`src/core/sca_pkg.sv`:
```
/*
 * Constants for the shadow, cache and AT-bus configuration bank.
 * Assumes a single 100 MHz core clock and an 8-bit register port.
 */
package sca_pkg;
    // ----------------------------------------------------------------
    // Register offsets
    // ----------------------------------------------------------------
    localparam logic [7:0] SCA_OFF_SHADOW = 8'h26; // shadow_rom_control_three
    localparam logic [7:0] SCA_OFF_CTRL = 8'h27; // cache_at_bus_control
    localparam logic [7:0] SCA_OFF_BLK1 = 8'h28; // uncached_block_one_config
    localparam logic [7:0] SCA_OFF_STATUS = 8'h40; // live state, read only

    // ----------------------------------------------------------------
    // Reset values
    // ----------------------------------------------------------------
    localparam logic [7:0] SCA_RST_SHADOW = 8'h10;
    localparam logic [7:0] SCA_RST_CTRL = 8'hdf;
    localparam logic [7:0] SCA_RST_BLK1 = 8'he0;

    // ----------------------------------------------------------------
    // Field positions
    // ----------------------------------------------------------------
    localparam int SCA_SH_ROMWR = 7;
    localparam int SCA_SH_COPY = 6;
    localparam int SCA_SH_WPROT = 5;
    localparam int SCA_SH_SMMBURST = 4;
    localparam int SCA_SH_SEG_HI = 3;
    localparam int SCA_CT_NOCACHE = 7;
    localparam int SCA_CT_FASTAT = 6;
    localparam int SCA_CT_NOIODLY = 5;
    localparam int SCA_CT_TURBO = 3;
    localparam int SCA_CT_WTHRU = 2;
    localparam int SCA_CT_SYNCCLK = 1;
    localparam int SCA_BK_TYPE_HI = 7;
    localparam int SCA_BK_SIZE_HI = 6;
    localparam int SCA_BK_SIZE_LO = 5;
    localparam int SCA_BK_TYPE_LO = 4;
    localparam int SCA_BK_NEWDRAM = 3;
    localparam int SCA_BK_ADDR_HI = 2;

    // ----------------------------------------------------------------
    // Block 1 encodings
    // ----------------------------------------------------------------
    typedef enum logic [1:0] {
        SCA_HOLE_ISA = 2'h0,
        SCA_HOLE_ROM = 2'h1,
        SCA_HOLE_NONE = 2'h2,
        SCA_HOLE_DRAM = 2'h3
    } sca_hole_t;
    localparam logic [1:0] SCA_SIZE_64K = 2'h0;
    localparam logic [1:0] SCA_SIZE_128K = 2'h1;
    localparam logic [1:0] SCA_SIZE_256K = 2'h2;
    localparam logic [1:0] SCA_SIZE_1M = 2'h3;

    // ----------------------------------------------------------------
    // Address map, in 64KB units of A[26:16]
    // ----------------------------------------------------------------
    localparam logic [10:0] SCA_SEG_C = 11'h00c;
    localparam logic [10:0] SCA_SEG_E = 11'h00e;
    localparam logic [10:0] SCA_SEG_F = 11'h00f;

    // ----------------------------------------------------------------
    // AT-cycle timing, in AT bus clocks
    // ----------------------------------------------------------------
    localparam logic [1:0] SCA_ALE_DLY_NORMAL = 2'h2;
    localparam logic [1:0] SCA_ALE_DLY_FAST = 2'h1;
    localparam logic [1:0] SCA_IO_RECOVERY = 2'h3;
endpackage

```
`src/core/sca_region_decode.sv`:
```
/*
 * Combinational decode of a memory address against the shadow and
 * non-cacheable block 1 settings. Caller registers the results.
 */
`timescale 1ns/100ps
`default_nettype none
module sca_region_decode
    import sca_pkg::*;
(
    input wire logic [26:0] addr,
    input wire logic [3:0] seg_enable,
    input wire logic [2:0] blk_upper,
    input wire logic [7:0] blk_mid,
    input wire logic [1:0] blk_size,
    input wire logic [1:0] blk_type,
    output logic in_copy_area,
    output logic in_prot_area,
    output logic seg_shadowed,
    output logic in_rom_space,
    output logic hole_hit
);
    // ----------------------------------------------------------------
    // Helpers
    // ----------------------------------------------------------------
    // Compare mask of 64KB units; low unit bits ignored by block size
    function automatic logic [10:0] size_mask(input logic [1:0] sz);
        unique case (sz)
            SCA_SIZE_64K: size_mask = 11'h7ff;
            SCA_SIZE_128K: size_mask = 11'h7fe;
            SCA_SIZE_256K: size_mask = 11'h7fc;
            SCA_SIZE_1M: size_mask = 11'h7f0;
        endcase
    endfunction

    logic [10:0] unit; // Address in 64KB units
    logic [10:0] base; // Block 1 start in 64KB units
    logic [10:0] mask;

    // ----------------------------------------------------------------
    // Decode
    // ----------------------------------------------------------------
    always_comb
    begin
        unit = addr[26:16];
        base = {blk_upper, blk_mid};
        mask = size_mask(blk_size);
        // Copy window spans C, D and E segments
        in_copy_area = (unit >= SCA_SEG_C) && (unit <= SCA_SEG_E);
        in_prot_area = (unit == SCA_SEG_C);
        // One enable bit per 16KB slice of segment C
        seg_shadowed = in_prot_area && seg_enable[addr[15:14]];
        in_rom_space = (unit >= SCA_SEG_E) && (unit <= SCA_SEG_F);
        // Unaligned bases simply lose their low bits here
        hole_hit = (blk_type != SCA_HOLE_NONE)
            && ((unit & mask) == (base & mask));
    end
endmodule
`default_nettype wire

```
`src/core/sca_at_clock.sv`:
```
/*
 * AT bus clock source: oscillator/2 or the synchronous divided clock.
 * Assumes osc_level is already synchronised to clock.
 */
`timescale 1ns/100ps
`default_nettype none
module sca_at_clock
    import sca_pkg::*;
(
    input wire logic clock,
    input wire logic rst,
    input wire logic osc_level,
    input wire logic sync_div_clock,
    input wire logic use_osc,
    output logic at_bus_clock,
    output logic at_rise
);
    logic osc_prev; // Last oscillator level
    logic osc_half; // Oscillator divided by two

    // ----------------------------------------------------------------
    // Oscillator halving
    // ----------------------------------------------------------------
    // Toggle on each oscillator rising edge
    always_ff @(posedge clock)
    begin
        if (rst)
        begin
            osc_prev <= 1'b0;
            osc_half <= 1'b0;
        end
        else
        begin
            osc_prev <= osc_level;
            if (osc_level && !osc_prev)
                osc_half <= ~osc_half;
        end
    end

    // ----------------------------------------------------------------
    // Source select and edge flag
    // ----------------------------------------------------------------
    // Switch is not glitch-free; a short AT phase may occur on change
    always_ff @(posedge clock)
    begin
        if (rst)
        begin
            at_bus_clock <= 1'b0;
            at_rise <= 1'b0;
        end
        else
        begin
            at_bus_clock <= use_osc ? osc_half : sync_div_clock;
            at_rise <= (use_osc ? osc_half : sync_div_clock) && !at_bus_clock;
        end
    end
endmodule
`default_nettype wire

```
`src/core/sca_config_bank.sv`:
```
/*
 * Shadow RAM, cache and AT-bus configuration bank with the logic the
 * three registers steer. Assumes a plain register port on clock and
 * that all CPU and ISA side pins are asynchronous to clock.
 */
`timescale 1ns/100ps
`default_nettype none
module sca_config_bank
    import sca_pkg::*;
#(
    parameter int SYNC_W = 36
)
(
    input wire logic clock,
    input wire logic rst,
    input wire logic [7:0] reg_addr,
    input wire logic [7:0] reg_wdata,
    input wire logic reg_wr,
    input wire logic reg_rd,
    output logic [7:0] reg_rdata,
    input wire logic [26:0] mem_addr,
    input wire logic mem_read,
    input wire logic mem_write,
    input wire logic cpu_address_strobe_n,
    input wire logic at_cycle,
    input wire logic io_cycle,
    input wire logic system_management_mode,
    input wire logic modified_line_hit_n,
    input wire logic refresh_req,
    input wire logic power_mgmt_mode,
    input wire logic oscillator_input,
    input wire logic sync_div_clock,
    input wire logic [7:0] blk_mid_addr,
    output logic rom_chip_select_n,
    output logic isa_rom_read,
    output logic shadow_dram_write,
    output logic shadow_dram_read,
    output logic shadow_write_blocked,
    output logic cpu_cacheable,
    output logic burst_last_signal_n,
    output logic hold_request,
    output logic burst_write_allow,
    output logic modified_hit_seen,
    output logic at_bus_clock,
    output logic isa_addr_latch_en,
    output logic at_busy,
    output logic dram_config_new
);
    // ----------
    // Declarations
    // ----------
    typedef enum logic [1:0] {
        SCA_AT_IDLE,
        SCA_AT_DELAY,
        SCA_AT_LATCH,
        SCA_AT_RECOVER
    } sca_at_state_t;

    logic [7:0] shadow_rom_control_three; // Shadow and ROM control
    logic [7:0] cache_at_bus_control; // Cache and AT timing
    logic [7:0] uncached_block_one_config; // Block 1 type, size, base
    logic [SYNC_W-1:0] pin_meta; // First sync stage, read by stage two only
    logic [SYNC_W-1:0] pin_sync; // Second sync stage
    logic [26:0] s_addr;
    logic s_rd, s_wr, s_ads_n, s_at, s_io, s_smm, s_modified_line_hit_n, s_refr, s_pm, s_osc;
    logic ads_prev; // Previous strobe level
    logic refr_prev; // Previous refresh level
    logic refresh_odd; // Alternates each refresh
    logic in_copy_area, in_prot_area, seg_shadowed, in_rom_space, hole_hit;
    logic at_rise; // One-cycle AT clock rising edge
    sca_at_state_t at_state;
    logic [1:0] at_count; // AT clocks left in the phase
    logic at_is_io; // Current AT cycle is I/O
    logic [1:0] next_ale_delay;
    logic use_osc;
    // ----------
    // Register writes
    // ----------
    // Bit 0 and reserved bit 4 of control are plain storage
    always_ff @(posedge clock)
    begin
        if (rst)
        begin
            shadow_rom_control_three <= SCA_RST_SHADOW;
            cache_at_bus_control <= SCA_RST_CTRL;
            uncached_block_one_config <= SCA_RST_BLK1;
        end
        else if (reg_wr)
        begin
            unique case (reg_addr)
                SCA_OFF_SHADOW: shadow_rom_control_three <= reg_wdata;
                SCA_OFF_CTRL: cache_at_bus_control <= reg_wdata;
                SCA_OFF_BLK1: uncached_block_one_config <= reg_wdata;
                default: ; // Unmapped and read-only writes ignored
            endcase
        end
    end
    // ----------
    // Register reads
    // ----------
    // Data stand only in the cycle after the strobe
    always_ff @(posedge clock)
    begin
        if (rst || !reg_rd)
            reg_rdata <= 8'h00;
        else
        begin
            unique case (reg_addr)
                SCA_OFF_SHADOW: reg_rdata <= shadow_rom_control_three;
                SCA_OFF_CTRL: reg_rdata <= cache_at_bus_control;
                SCA_OFF_BLK1: reg_rdata <= uncached_block_one_config;
                // Live state so software can see what the block does
                SCA_OFF_STATUS: reg_rdata <= {at_busy, hold_request,
                    modified_hit_seen, use_osc, s_smm, 1'b0, at_state};
                default: reg_rdata <= 8'h00;
            endcase
        end
    end
    // ----------
    // Pin synchronisers
    // ----------
    // Address settles before the strobe; per-bit skew is harmless
    always_ff @(posedge clock)
    begin
        if (rst)
        begin
            pin_meta <= '0;
            pin_sync <= '0;
        end
        else
        begin
            pin_meta <= {mem_addr, mem_read, mem_write, cpu_address_strobe_n,
                at_cycle, io_cycle, system_management_mode,
                modified_line_hit_n, refresh_req, power_mgmt_mode};
            pin_sync <= pin_meta;
        end
    end
    // Oscillator uses its own pair; it toggles independently
    logic osc_meta;
    always_ff @(posedge clock)
    begin
        if (rst)
        begin
            osc_meta <= 1'b0;
            s_osc <= 1'b0;
        end
        else
        begin
            osc_meta <= oscillator_input;
            s_osc <= osc_meta;
        end
    end
    // Unpack synchronised pins
    assign {s_addr, s_rd, s_wr, s_ads_n, s_at, s_io, s_smm,
        s_modified_line_hit_n, s_refr, s_pm} = pin_sync;
    // ----------
    // Address decode
    // ----------
    sca_region_decode u_decode (
        .addr(s_addr),
        .seg_enable(shadow_rom_control_three[SCA_SH_SEG_HI:0]),
        .blk_upper(uncached_block_one_config[SCA_BK_ADDR_HI:0]),
        .blk_mid(blk_mid_addr),
        .blk_size(uncached_block_one_config[SCA_BK_SIZE_HI:SCA_BK_SIZE_LO]),
        .blk_type({uncached_block_one_config[SCA_BK_TYPE_HI],
            uncached_block_one_config[SCA_BK_TYPE_LO]}),
        .in_copy_area(in_copy_area),
        .in_prot_area(in_prot_area),
        .seg_shadowed(seg_shadowed),
        .in_rom_space(in_rom_space),
        .hole_hit(hole_hit)
    );
    // ----------
    // Shadow and ROM steering
    // ----------
    // Copy mode wins over a shadowed read so ROM refills the DRAM
    always_ff @(posedge clock)
    begin
        if (rst)
        begin
            rom_chip_select_n <= 1'b1;
            isa_rom_read <= 1'b0;
            shadow_dram_write <= 1'b0;
            shadow_dram_read <= 1'b0;
            shadow_write_blocked <= 1'b0;
        end
        else
        begin
            // Reads of ROM space always select ROM; writes only when enabled
            rom_chip_select_n <= !((s_rd && in_rom_space && !seg_shadowed)
                || (s_wr && in_rom_space
                    && shadow_rom_control_three[SCA_SH_ROMWR]));
            // ROM read on ISA, same data captured into DRAM
            isa_rom_read <= s_rd && in_copy_area
                && shadow_rom_control_three[SCA_SH_COPY];
            shadow_dram_write <= (s_rd && in_copy_area
                    && shadow_rom_control_three[SCA_SH_COPY])
                || (s_wr && seg_shadowed
                    && !shadow_rom_control_three[SCA_SH_WPROT]);
            shadow_dram_read <= s_rd && seg_shadowed
                && !shadow_rom_control_three[SCA_SH_COPY];
            shadow_write_blocked <= s_wr && in_prot_area
                && shadow_rom_control_three[SCA_SH_WPROT];
        end
    end
    // ----------
    // Cache and CPU bus control
    // ----------
    always_ff @(posedge clock)
    begin
        if (rst)
        begin
            cpu_cacheable <= 1'b0;
            burst_last_signal_n <= 1'b1;
            burst_write_allow <= 1'b0;
            modified_hit_seen <= 1'b0;
            dram_config_new <= 1'b0;
        end
        else
        begin
            // Global switch is active low; block 1 hole never caches
            cpu_cacheable <= !cache_at_bus_control[SCA_CT_NOCACHE]
                && !hole_hit;
            // Force burst-last in SYSTEM_MANAGEMENT_MODE when bursts are disabled
            burst_last_signal_n <= !(s_smm
                && !shadow_rom_control_three[SCA_SH_SMMBURST]);
            burst_write_allow <= !cache_at_bus_control[SCA_CT_WTHRU];
            // Hit input is ignored in write-through mode
            modified_hit_seen <= !cache_at_bus_control[SCA_CT_WTHRU]
                && !s_modified_line_hit_n;
            dram_config_new <= uncached_block_one_config[SCA_BK_NEWDRAM];
        end
    end
    // ----------
    // Refresh hold in slow mode
    // ----------
    // Hold stands for the length of every second refresh request
    always_ff @(posedge clock)
    begin
        if (rst)
        begin
            refr_prev <= 1'b0;
            refresh_odd <= 1'b0;
            hold_request <= 1'b0;
        end
        else
        begin
            refr_prev <= s_refr;
            if (s_refr && !refr_prev)
                refresh_odd <= ~refresh_odd;
            hold_request <= s_refr && refresh_odd
                && !cache_at_bus_control[SCA_CT_TURBO];
        end
    end
    // ----------
    // AT bus clock
    // ----------
    assign use_osc = s_pm || !cache_at_bus_control[SCA_CT_SYNCCLK];
    sca_at_clock u_at_clock (
        .clock(clock),
        .rst(rst),
        .osc_level(s_osc),
        .sync_div_clock(sync_div_clock),
        .use_osc(use_osc),
        .at_bus_clock(at_bus_clock),
        .at_rise(at_rise)
    );
    // ----------
    // AT cycle sequencer
    // ----------
    // Latch delay taken from the fast-cycle bit at strobe time
    assign next_ale_delay = cache_at_bus_control[SCA_CT_FASTAT]
        ? SCA_ALE_DLY_FAST : SCA_ALE_DLY_NORMAL;
    // Strobes while busy are dropped; the CPU side waits for idle
    always_ff @(posedge clock)
    begin
        if (rst)
        begin
            ads_prev <= 1'b1;
            at_state <= SCA_AT_IDLE;
            at_count <= 2'h0;
            at_is_io <= 1'b0;
            isa_addr_latch_en <= 1'b0;
            at_busy <= 1'b0;
        end
        else
        begin
            ads_prev <= s_ads_n;
            unique case (at_state)
                SCA_AT_IDLE:
                begin
                    if (!s_ads_n && ads_prev && s_at)
                    begin
                        at_state <= SCA_AT_DELAY;
                        at_count <= next_ale_delay;
                        at_is_io <= s_io;
                        at_busy <= 1'b1;
                    end
                end
                SCA_AT_DELAY:
                begin
                    if (at_rise)
                    begin
                        if (at_count == 2'h1)
                        begin
                            at_state <= SCA_AT_LATCH;
                            isa_addr_latch_en <= 1'b1;
                        end
                        at_count <= at_count - 2'h1;
                    end
                end
                SCA_AT_LATCH:
                begin
                    // Latch enable lasts one AT clock
                    if (at_rise)
                    begin
                        isa_addr_latch_en <= 1'b0;
                        if (at_is_io && !cache_at_bus_control[SCA_CT_NOIODLY])
                        begin
                            at_state <= SCA_AT_RECOVER;
                            at_count <= SCA_IO_RECOVERY;
                        end
                        else
                        begin
                            at_state <= SCA_AT_IDLE;
                            at_busy <= 1'b0;
                        end
                    end
                end
                SCA_AT_RECOVER:
                begin
                    // Three AT clocks before the next I/O may start
                    if (at_rise)
                    begin
                        if (at_count == 2'h1)
                        begin
                            at_state <= SCA_AT_IDLE;
                            at_busy <= 1'b0;
                        end
                        at_count <= at_count - 2'h1;
                    end
                end
            endcase
        end
    end
endmodule
`default_nettype wire

```
`config.mk`:
```
export PLATFORM = sky130hd
export DESIGN_NAME = sca_config_bank
export DESIGN_NICKNAME = d
export VERILOG_FILES = /design/src/core/sca_pkg.sv /design/src/core/sca_region_decode.sv /design/src/core/sca_at_clock.sv /design/src/core/sca_config_bank.sv
export SDC_FILE = /design/constraint.sdc
export NUM_CORES = 1
export LEC_CHECK = 0
export BUFFER_PORTS_ARGS = -buffer_cell sky130_fd_sc_hd__clkbuf_2
export CAP_MARGIN = 30
export CORE_MARGIN = 2
export CORE_UTILIZATION = 50
export CTS_BUF_LIST = sky130_fd_sc_hd__clkbuf_4 sky130_fd_sc_hd__clkbuf_8
export DETAILED_ROUTE_END_ITERATION = 7
export PLACE_DENSITY_LB_ADDON = 0.3
export SETUP_SLACK_MARGIN = 0.5
export SYNTH_ARGS = -nofsm -noshare
export SYNTH_HDL_FRONTEND = slang
export SYNTH_HIERARCHICAL = 1
export SYNTH_SLANG_ARGS = --single-unit
```
`constraint.sdc`:
```
create_clock -name clock -period 1.95 [get_ports clock]
set_clock_uncertainty 0.1 [all_clocks]
set_input_delay 0.2925 -clock clock [delete_from_list [all_inputs] [get_ports clock]]
set_output_delay 0.2925 -clock clock [all_outputs]
set_load 0.02 [all_outputs]
```
==> parameters.txt, run 1 <==
Parameter                              Value

GRT
  Pin count of the biggest net entering global routing    39
  Initial antenna violation count    0
  Congestion Overflow GR    0
  Wire length of the first global-routing pass    12.4 mm
  Via count of the first global-routing pass    2527
  All-Layer GR Usage    about a fifth

Drt
  Final antenna-violating net count    0
  Overall routed net length    7.73 mm
  Mean routed wirelength per cell    13.8 um
  First-pass DRT Iterations    5
  Via total after detailed routing    2858
  Detailed router's first-iteration violation count    239
  Avg Vias per Cell    slightly above 5
  DRC violation count after routing    0

Min path
  Class of the tightest hold or removal check    primary input to flop
  Hold wc startpoint    mem_addr[18]
  Worst hold path depth    2

Power
  Cell leakage power    1.94 nW
  Net switching fraction of the power    23.9%
  IR drop worst, VDD    0.479 mV
  Register share of total power    59.9%
  Internal power summed over all cells    2.77 mW
  Clock network power share    33.7%
  Overall power    3.64 mW
  Total power per unit cell area    796 mW/mm^2
  Net switching power figure    870 uW
  Combinational cell fraction of total power    6.5%

Floorplan
  Die outline width    91.4 um
  Std cell rows    31
  Vertical die dimension    slightly above 90 um
  Number of placed I/O pins    88
  Starting utilization of the core area    a little over half
  Die area    0.00835 sq mm
  Core outline area    0.00733 sq mm

STA
  Count of final hold-check violations    0
  Highest achievable clock rate    ~0.51 GHz
  Shortest clock period the worst path allows after layout    1.94 ns
  Final clock period utilization by the worst path    99.7%
  Final WS setup    slightly below 0.006 ns
  Slew @ Worst Pin    0.530 ns
  Total Neg Setup Slack    0 ns
  Worst relative slew slack    64.7%
  RSZ-0062 raised after global routing    yes
  Total count of max-transition violations in the final report    0
  # setup viols final    0

Worst setup path
  CP Data Required Time    about 2.2 ns
  Critical path buffers and inverters    1
  Beginning of the worst register-to-register path    pin_sync[32]
  Critical path's slowest cell    or4_4
  CP max stage delay    0.54 ns
  Worst-case reg-to-reg path depth    8
  Reg2reg setup slack    0.006 ns
  Setup CP Type    flop to flop
  Worst setup path startpoint    pin_sync[32]
  Kind of start point of the critical path    flop
  Critical path cell sequence    or4_4 -> nor3_4 -> nand4b_4 -> buf_4 -> a21oi_1 -> nand2_1 -> nor3_2 -> or2_2
  Crit path depth    8
  Largest driver fanout on the critical path    3
  Capturing element type of the critical path    flop
  Worst path top cell family by delay    simple AND/OR/NAND/NOR gates
  Arrival time worst endpoint    about 2.2 ns

Finish
  Number of nets at the end of the flow    523
  Post-route core utilization    approximately 62%
  Antenna diode count    0
  Area growth, synth to finish    19.9%
  Layout cells sized above 1    28.0%

Run
  Total of max-cap violations    0

Logic synthesis
  Number of standard cells after synthesis    381
  Synthesis warning total    6
  Synthesized area per cell    10.0 sq um
  Net count after synthesis    roughly 450
  Post-synth design cell area    0.00382 sq mm

Placement
  Count of port buffers added during placement    73
  Routability congestion estimate from global placement    0.857
  Pre-CTS setup slack    -0.0431 ns
  DP Wirelength    5.41 mm

CTS
  Clock-pin slew of the registers on the worst-case setup and hold paths    0.10 ns
  Clock tree sinks    103
  Root buffer cell    clkbuf_8
  Clock insertion delay at the later pin of the skew report    0.36 ns
  CTS max path bufs    2
  Total clock buffers created by CTS    9
  Number of H-tree levels    3
  Clock tree from TritonCTS    done

Run status
  Run status    finished, final reports clean
power groups by stage:
stage | Combinational [mW] | Sequential, mW | Clock, mW
2_1_floorplan | 0.128 | 2.23 | 0
3_3_place_gp | 0.219 | 2.23 | 0
3_5_place_dp | 0.224 | 2.23 | 0
4_1_cts | 0.233 | 2.18 | 1.27
5_1_grt | 0.260 | 2.19 | 1.37
6_report | 0.235 | 2.18 | 1.23
cell usage in the layout (no fill, tap or decap), drive strengths merged, types with 4 or more instances in the layout:
cell / instances
dfxtp: 103
clkbuf: 82
nor2b: 62
a21oi: 26
nor2: 20
nand2: 16
buf: 15
and3: 13
o21ai: 12
nor3: 12
mux2i: 9
a22oi: 9
nand3: 8
inv: 8
a211o: 7
xnor2: 7
nor3b: 6
xor2: 5
nand4: 5
nand2b: 4
or2: 4
path summary, 6_finish.rpt:
path                                     endpoint
worst max-delay path            shadow_dram_write
worst min-delay path                 pin_meta[27]
worst max register to register  shadow_dram_write
worst min register to register  modified_hit_seen
worst register-to-register path: cells and delay by family, from the launching register on:
kind / cells / cell delay [ns]
and+or+nand+nor: 6 / 1.19
DFF: 1 / 0.33
buffers and inverters: 1 / 0.16
AOI/OAI and AO/OA: 1 / 0.11
state kept, by name (all words and copies together) (netlist names), 2 cells and up:
name                       count
reg_rdata                      8
pin_meta                      22
shadow_rom_control_three       8
at_count                       2
cache_at_bus_control           8
pin_sync                      22
uncached_block_one_config      8
at_state                       2
layout make-up:
type,instances,area (sq um)
timing repair buffer,87,483
clock inverter,6,52.6
inverter,5,18.8
tap,99,124
clock buffer,10,131
fill,610,2750
multi-input combinational,250,1700
sequential,103,2070
per-stage QoR:
step,cell area (sq um),hold WS [ns],instances
global placement,4290,0.282,538
global route,4580,0.0175,560
detailed placement,4290,0.281,538
CTS,4540,0.0146,557
finish,4580,0.0374,560
floorplan,3840,0.265,381
routing by layer:
metal	vias to the layer above	GRT usage, %	share of wire (%)
met5	-	0	0
met4	0	8.59	1.7
met2	98	29.2	47
met1	1302	25.2	44
met3	12	4.48	6.6
li1	1446	-	-
repair_timing:
item / 4_1_cts / 5_1_grt
gates cloned: 0 / 1
pin swaps: 6 / 2
resized for setup: 11 / 4
setup endpoints to repair: 9 / 15
setup buffers: 3 / 2
hold buffers: 0 / 0
(Power assumes the default switching activity.)
==> run 2: changes to the inputs <==
Settings changed: ABC_AREA set to 1.
==> parameters.txt, run 2 <==
Parameter                              Value

Worst setup path
  Reg2reg setup slack    0.60 ns (+0.59 ns)
  Worst-case reg-to-reg path depth    7 (-1)
  Worst setup path endpoint    at_busy
  Setup CP Type    flop to output port
  Crit path depth    1 (-7)
  CP Data Required Time    1.56 ns (-0.59 ns)
  CP max stage delay    0.41 ns (-0.13 ns)
  Critical path cell sequence    clkbuf_2
  Critical path's slowest cell    dfxtp_1
  Arrival time worst endpoint    0.96 ns (-1.19 ns)
  Capturing element type of the critical path    output port
  Beginning of the worst register-to-register path    pin_sync[35]
  Largest driver fanout on the critical path    3 (unchanged)
  Worst r2r dst    shadow_dram_write
  Critical path buffers and inverters    1 (unchanged)
  Kind of start point of the critical path    flop
  Worst setup path startpoint    at_busy
  Worst path top cell family by delay    flip-flops

Power
  Cell leakage power    2.51 nW (+29%)
  Total power per unit cell area    822 mW/mm^2 (+3.3%)
  IR drop worst, VDD    0.443 mV (-7.4%)

Drt
  Detailed router's first-iteration violation count    231 (-3.3%)
  Via total after detailed routing    3661 (+28%)
  Final antenna-violating net count    0 (unchanged)
  Overall routed net length    8.76 mm (+13%)
  Avg Vias per Cell    4.69 (-8.0%)
  Mean routed wirelength per cell    11.2 um (-19%)
  DRC violation count after routing    0 (unchanged)
  First-pass DRT Iterations    5 (unchanged)

CTS
  Clock tree from TritonCTS    done
  Clock-pin slew of the registers on the worst-case setup and hold paths    0.09 ns (about the same)
  CTS max path bufs    2 (unchanged)
  Number of H-tree levels    3 (unchanged)
  Clock insertion delay at the later pin of the skew report    0.37 ns (about the same)
  Root buffer cell    clkbuf_8
  Total clock buffers created by CTS    9 (unchanged)
  Clock tree sinks    103 (unchanged)

Logic synthesis
  Number of standard cells after synthesis    585 (+54%)
  Synthesized area per cell    7.12 sq um (-29%)
  Post-synth design cell area    0.00416 sq mm (+9.0%)
  Net count after synthesis    652 (+46%)
  Synthesis warning total    6 (unchanged)

Floorplan
  Die area    0.00907 sq mm (+8.6%)
  Core outline area    0.00813 sq mm (+11%)
  Std cell rows    33 (+6.5%)
  Number of placed I/O pins    88 (unchanged)
  Die outline width    95.2 um (+4.2%)
  Starting utilization of the core area    51.2% (-0.91 points)
  Vertical die dimension    95.2 um (+4.2%)

Placement
  Pre-CTS setup slack    0.291 ns (+0.334 ns)
  Routability congestion estimate from global placement    0.817 (-4.7%)
  DP Wirelength    6.43 mm (+19%)
  Post-detailed-placement cell area    0.00460 sq mm (+7.3%)
  Count of port buffers added during placement    73 (unchanged)

STA
  Total Neg Setup Slack    0 ns (unchanged)
  Worst relative slew slack    72.7% (+8.0 points)
  Count of final hold-check violations    0 (unchanged)
  # setup viols final    0 (unchanged)
  RSZ-0062 raised after global routing    yes
  Total count of max-transition violations in the final report    0 (unchanged)
  Slew @ Worst Pin    0.410 ns (-0.120 ns)
  Final clock period utilization by the worst path    69.5% (-30 points)
  Hold slack final    0.0135 ns (-0.0239 ns)
  Final WS setup    0.594 ns (+0.588 ns)
  Highest achievable clock rate    0.737 GHz (+43%)
  Shortest clock period the worst path allows after layout    1.36 ns (-0.588 ns)

GRT
  All-Layer GR Usage    20.2% (+1.2 points)
  Wire length of the first global-routing pass    14.1 mm (+14%)
  Met2 track demand over resource in global routing    33.5% (+4.3 points)
  Via count of the first global-routing pass    3206 (+27%)
  Congestion Overflow GR    0 (unchanged)
  Met3 track utilization from global routing    4.19% (-0.29 points)
  Most crowded layer after global routing    met2
  Met1 GRT Util    25.6% (+0.36 points)
  Pin count of the biggest net entering global routing    69 (+77%)
  Initial antenna violation count    0 (unchanged)

Run
  Total of max-cap violations    0 (unchanged)

Finish
  Regs by FF count    pin_meta: 22 flops, pin_sync: 22 flops
  Combined area of the multi-input logic cells    0.00159 sq mm (-6.3%)
  Most frequent cells in the layout    nand2_1, inv_1, dfxtp_1
  Antenna diode count    0 (unchanged)
  Leading cell type in the layout, fill and taps excluded    nand2_1
  Layout cells sized above 1    17.3% (-11 points)
  Final instance area    0.00498 sq mm (+8.8%)
  Area growth, synth to finish    19.7%
  Fillers    755 (+24%)
  Number of nets at the end of the flow    737 (+41%)
  Flip-flop and latch area    0.00206 sq mm (-0.24%)

Run status
  Run status    finished, final reports clean

Min path
  Hold wc startpoint    power_mgmt_mode
  Class of the tightest hold or removal check    primary input to flop
## run 2: cell count changes in the layout (fill, tap and decap cells not counted), sizes merged, moves of 11 or more
| cell | previous run | this run |
|---|---|---|
| inv | 8 | 117 |
| and3 | 13 | 0 |
| nor2b | 62 | 0 |
| nand3 | 8 | 40 |
| dlygate4sd3 | 0 | 11 |
| nand2 | 16 | 141 |
| nor2 | 20 | 109 |
## run 2: how the worst min path moves through the flow
stage / cells after the start / to
2_1_floorplan: 1 / u_at_clock/osc_prev
6_report: 3 / pin_meta[0]
3_5_place_dp: 1 / modified_hit_seen
5_1_grt: 3 / pin_meta[25]
3_3_place_gp: 2 / pin_sync[32]
4_1_cts: 3 / osc_meta
## run 2: power breakdown
| group | switching (mW) | total, mW | internal [mW] |
|---|---|---|---|
| Sequential | 0.0657 | 2.25 | 2.18 |
| Clock | 0.726 | 1.36 | 0.635 |
| Combinational | 0.299 | 0.484 | 0.185 |
## run 2: timing repair
action,CTS,global route
gates resized for setup,0,7
setup buffers,0,3
hold endpoints to repair,11,0
hold buffers,11,0
endpoints found under the setup margin,0,7
## run 2: worst register-to-register path: cells and delay by family, from the launching register on
family	cells	cell delay, ns
DFF	1	0.35
and+or+nand+nor	4	0.44
AOI/OAI and AO/OA	2	0.30
buffers and inverters	1	0.08
## run 2: layer usage
| layer | wire, um | share of wire (%) | up-vias |
|---|---|---|---|
| met2 | 3990 | 46 | 130 |
| met3 | 617 | 7.0 | 20 |
| met5 | 0 | 0 | - |
| met1 | 3930 | 45 | 1597 |
| met4 | 225 | 2.6 | 0 |
| li1 | - | - | 1914 |
## run 2: per-stage QoR
step | util, % | power, mW | instances
3_5_place_dp | 56.6 | 2.73 | 750
6_report | 61.2 | 4.09 | 780
5_1_grt | 61.2 | 4.27 | 780
2_1_floorplan | - | 2.58 | 585
4_1_cts | 60.5 | 4.08 | 777
3_3_place_gp | 56.6 | 2.71 | 750
## run 2: cell type report
type / count / share of cell area, %
timing repair buffer: 89 / 10.8
sequential: 103 / 41.4
clock buffer: 10 / 2.76
clock inverter: 6 / 1.38
multi-input combinational: 349 / 32.0
inverter: 118 / 9.02
tap: 105 / 2.64
==> run 3: changes to the inputs <==
Clock period 1.95 ns to 1.1 ns, I/O delays scaled along.
==> parameters.txt, run 3 (synthesized netlist as in run 2, its figures left out) <==
Parameter                              Value

Run status
  Run status    finished with violations
  Violated checks    hold timing, setup timing

STA
  Final clock period utilization by the worst path    123%
  RSZ-0062 raised after global routing    yes
  Count of final hold-check violations    24 (+24)
  Slew @ Worst Pin    0.339 ns (-0.0707 ns)
  Worst relative slew slack    77.4% (+4.7 points)
  Final WS setup    -0.258 ns (-0.852 ns)
  Hold slack final    -0.131 ns (-0.144 ns)
  Total count of max-transition violations in the final report    0 (unchanged)
  # setup viols final    32 (+32)
  Shortest clock period the worst path allows after layout    1.36 ns
  Highest achievable clock rate    0.736 GHz

Drt
  Highest routing layer actually used    met4
  Met2 Wirelength    6.49 mm (+63%)
  Final antenna-violating net count    0 (unchanged)
  DRC violation count after routing    0 (unchanged)
  Overall routed net length    13.1 mm (+50%)
  First-pass DRT Iterations    6 (+1)
  M1 wire length    4.82 mm (+23%)
  Avg Vias per Cell    5.21 (+11%)
  Met3 routed WL    1.09 mm (+76%)
  Mean routed wirelength per cell    15.8 um (+41%)
  Detailed router's first-iteration violation count    339 (+47%)
  Via total after detailed routing    4337 (+18%)

CTS
  Total clock buffers created by CTS    9 (unchanged)
  Clock insertion delay at the later pin of the skew report    0.38 ns (about the same)
  Clock tree sinks    103 (unchanged)
  CTS max path bufs    2 (unchanged)
  Root buffer cell    clkbuf_8
  Clock tree from TritonCTS    done
  Number of H-tree levels    3 (unchanged)
  Clock-pin slew of the registers on the worst-case setup and hold paths    0.09 ns (about the same)

Floorplan
  Core outline area    0.00813 sq mm (unchanged)
  Std cell rows    33 (unchanged)
  Number of placed I/O pins    88 (unchanged)
  Starting utilization of the core area    51.2% (unchanged)
  Die outline width    95.2 um (unchanged)
  Vertical die dimension    95.2 um (unchanged)
  Die area    0.00907 sq mm (unchanged)

Finish
  Leading cell type in the layout, fill and taps excluded    nand2_1
  Fillers    460 (-39%)
  Regs by FF count    pin_meta: 22 flops, pin_sync: 22 flops
  Antenna diode count    0 (unchanged)
  Area growth, synth to finish    57.5%
  Most frequent cells in the layout    nand2_1, nor2_1, inv_1
  Number of nets at the end of the flow    789 (+7.1%)
  Layout cells sized above 1    54.7% (+37 points)
  Post-route core utilization    80.6% (+19 points)

Worst setup path
  Kind of start point of the critical path    flop
  Reg2reg setup slack    -0.26 ns (-0.86 ns)
  Setup CP Type    flop to flop
  Cell repeated most along the worst path    inv_2
  Beginning of the worst register-to-register path    pin_sync[32]
  Arrival time worst endpoint    1.55 ns (+0.59 ns)
  Worst r2r dst    shadow_dram_write
  CP max stage delay    0.34 ns (-0.07 ns)
  Worst-case reg-to-reg path depth    8 (+1)
  Critical path cell sequence    inv_2 -> nand2_2 -> nor2_4 -> buf_6 -> o2111ai_2 -> inv_2 -> nand3_4 -> a21oi_2
  Capturing element type of the critical path    flop
  Largest driver fanout on the critical path    2 (-1)
  Critical path's slowest cell    dfxtp_2
  CP Data Required Time    1.29 ns (-0.27 ns)

Placement
  Routability congestion estimate from global placement    0.937 (+15%)
  Pre-CTS setup slack    -0.344 ns (-0.634 ns)
  Count of port buffers added during placement    73 (unchanged)
  DP Wirelength    7.17 mm (+11%)

GRT
  Initial antenna violation count    0 (unchanged)
  Congestion Overflow GR    0 (unchanged)
  Pin count of the biggest net entering global routing    43 (-38%)
  Via count of the first global-routing pass    3801 (+19%)
  Wire length of the first global-routing pass    17.5 mm (+24%)
  All-Layer GR Usage    25.5% (+5.3 points)

Min path
  Worst hold path depth    3 (unchanged)
  End point of the worst hold path    pin_meta[29]
  Class of the tightest hold or removal check    primary input to flop
  Hold wc startpoint    mem_addr[20]

Power
  Overall power    8.44 mW (+110%)
  Cell leakage power    3.08 nW (+23%)
  IR drop worst, VDD    0.871 mV (+97%)
  Total power per unit cell area    1290 mW/mm^2 (+57%)

Run
  Total of max-cap violations    0 (unchanged)
-- run 3: cell types whose count changed in the layout (fill, tap and decap cells not counted), sizes merged, moves of 2 or more --
cell         change
dlygate4sd3     -11
bufinv           +2
clkinv           -3
clkbuf          -26
buf             +87
-- run 3: area by class of cell --
type                            count  area (sq um)  area share (%)
Clock buffer                       11           145            2.21
Sequential cell                   103          2210            33.7
Clock inverter                      5           103            1.56
Tap cell                          105           131            2.00
Timing Repair Buffer              138          1280            19.6
Inverter                          118           527            8.03
Multi-Input combinational cell    352          2160            32.9
-- run 3: repair_timing --
item	in CTS	in global routing
resized for setup	174	152
hold endpoints to repair	38	28
pin swaps	66	74
setup endpoints to repair	86	102
cloned	3	0
buffers inserted	14	7
-- run 3: report_power, final --
group	internal, mW	switching [mW]	total, mW
registers	3.84	0.149	3.99
logic	0.689	0.835	1.52
clock network	1.60	1.32	2.93
total	6.13	2.31	8.44
-- run 3: how the worst max path moves through the flow --
stage | to | cells after the start | startpoint
CTS | shadow_dram_write | 5 | pin_sync[31]
floorplan | at_count[1] | 7 | at_state[0]
global placement | uncached_block_one_config[5] | 8 | reg_addr[1]
finish | shadow_dram_write | 8 | pin_sync[32]
global route | shadow_dram_write | 8 | pin_sync[35]
detailed placement | reg_rdata[1] | 9 | reg_addr[6]
-- run 3: per-layer routing --
layer	up-vias	track usage [%]
li1	2034	-
met1	1961	30.3
met2	267	42.9
met3	75	5.53
met4	0	13.3
met5	-	0
-- run 3: critical path: cells and delay by family (launching register included) --
family / cells / cell delay (ns)
AOI/OAI and AO/OA: 2 / 0.25
buffers and inverters: 3 / 0.30
DFF: 1 / 0.34
and+or+nand+nor: 3 / 0.28
-- run 3: through the flow --
| step | TNS (ns) | cells | area, sq um |
|---|---|---|---|
| detailed placement | -10.92 | 792 | 5150 |
| CTS | -2.05 | 825 | 6100 |
| global placement | -9.30 | 792 | 5150 |
| finish | -2.49 | 832 | 6560 |
| global route | -3.60 | 832 | 6560 |
| floorplan | -0.249 | 585 | 4470 |
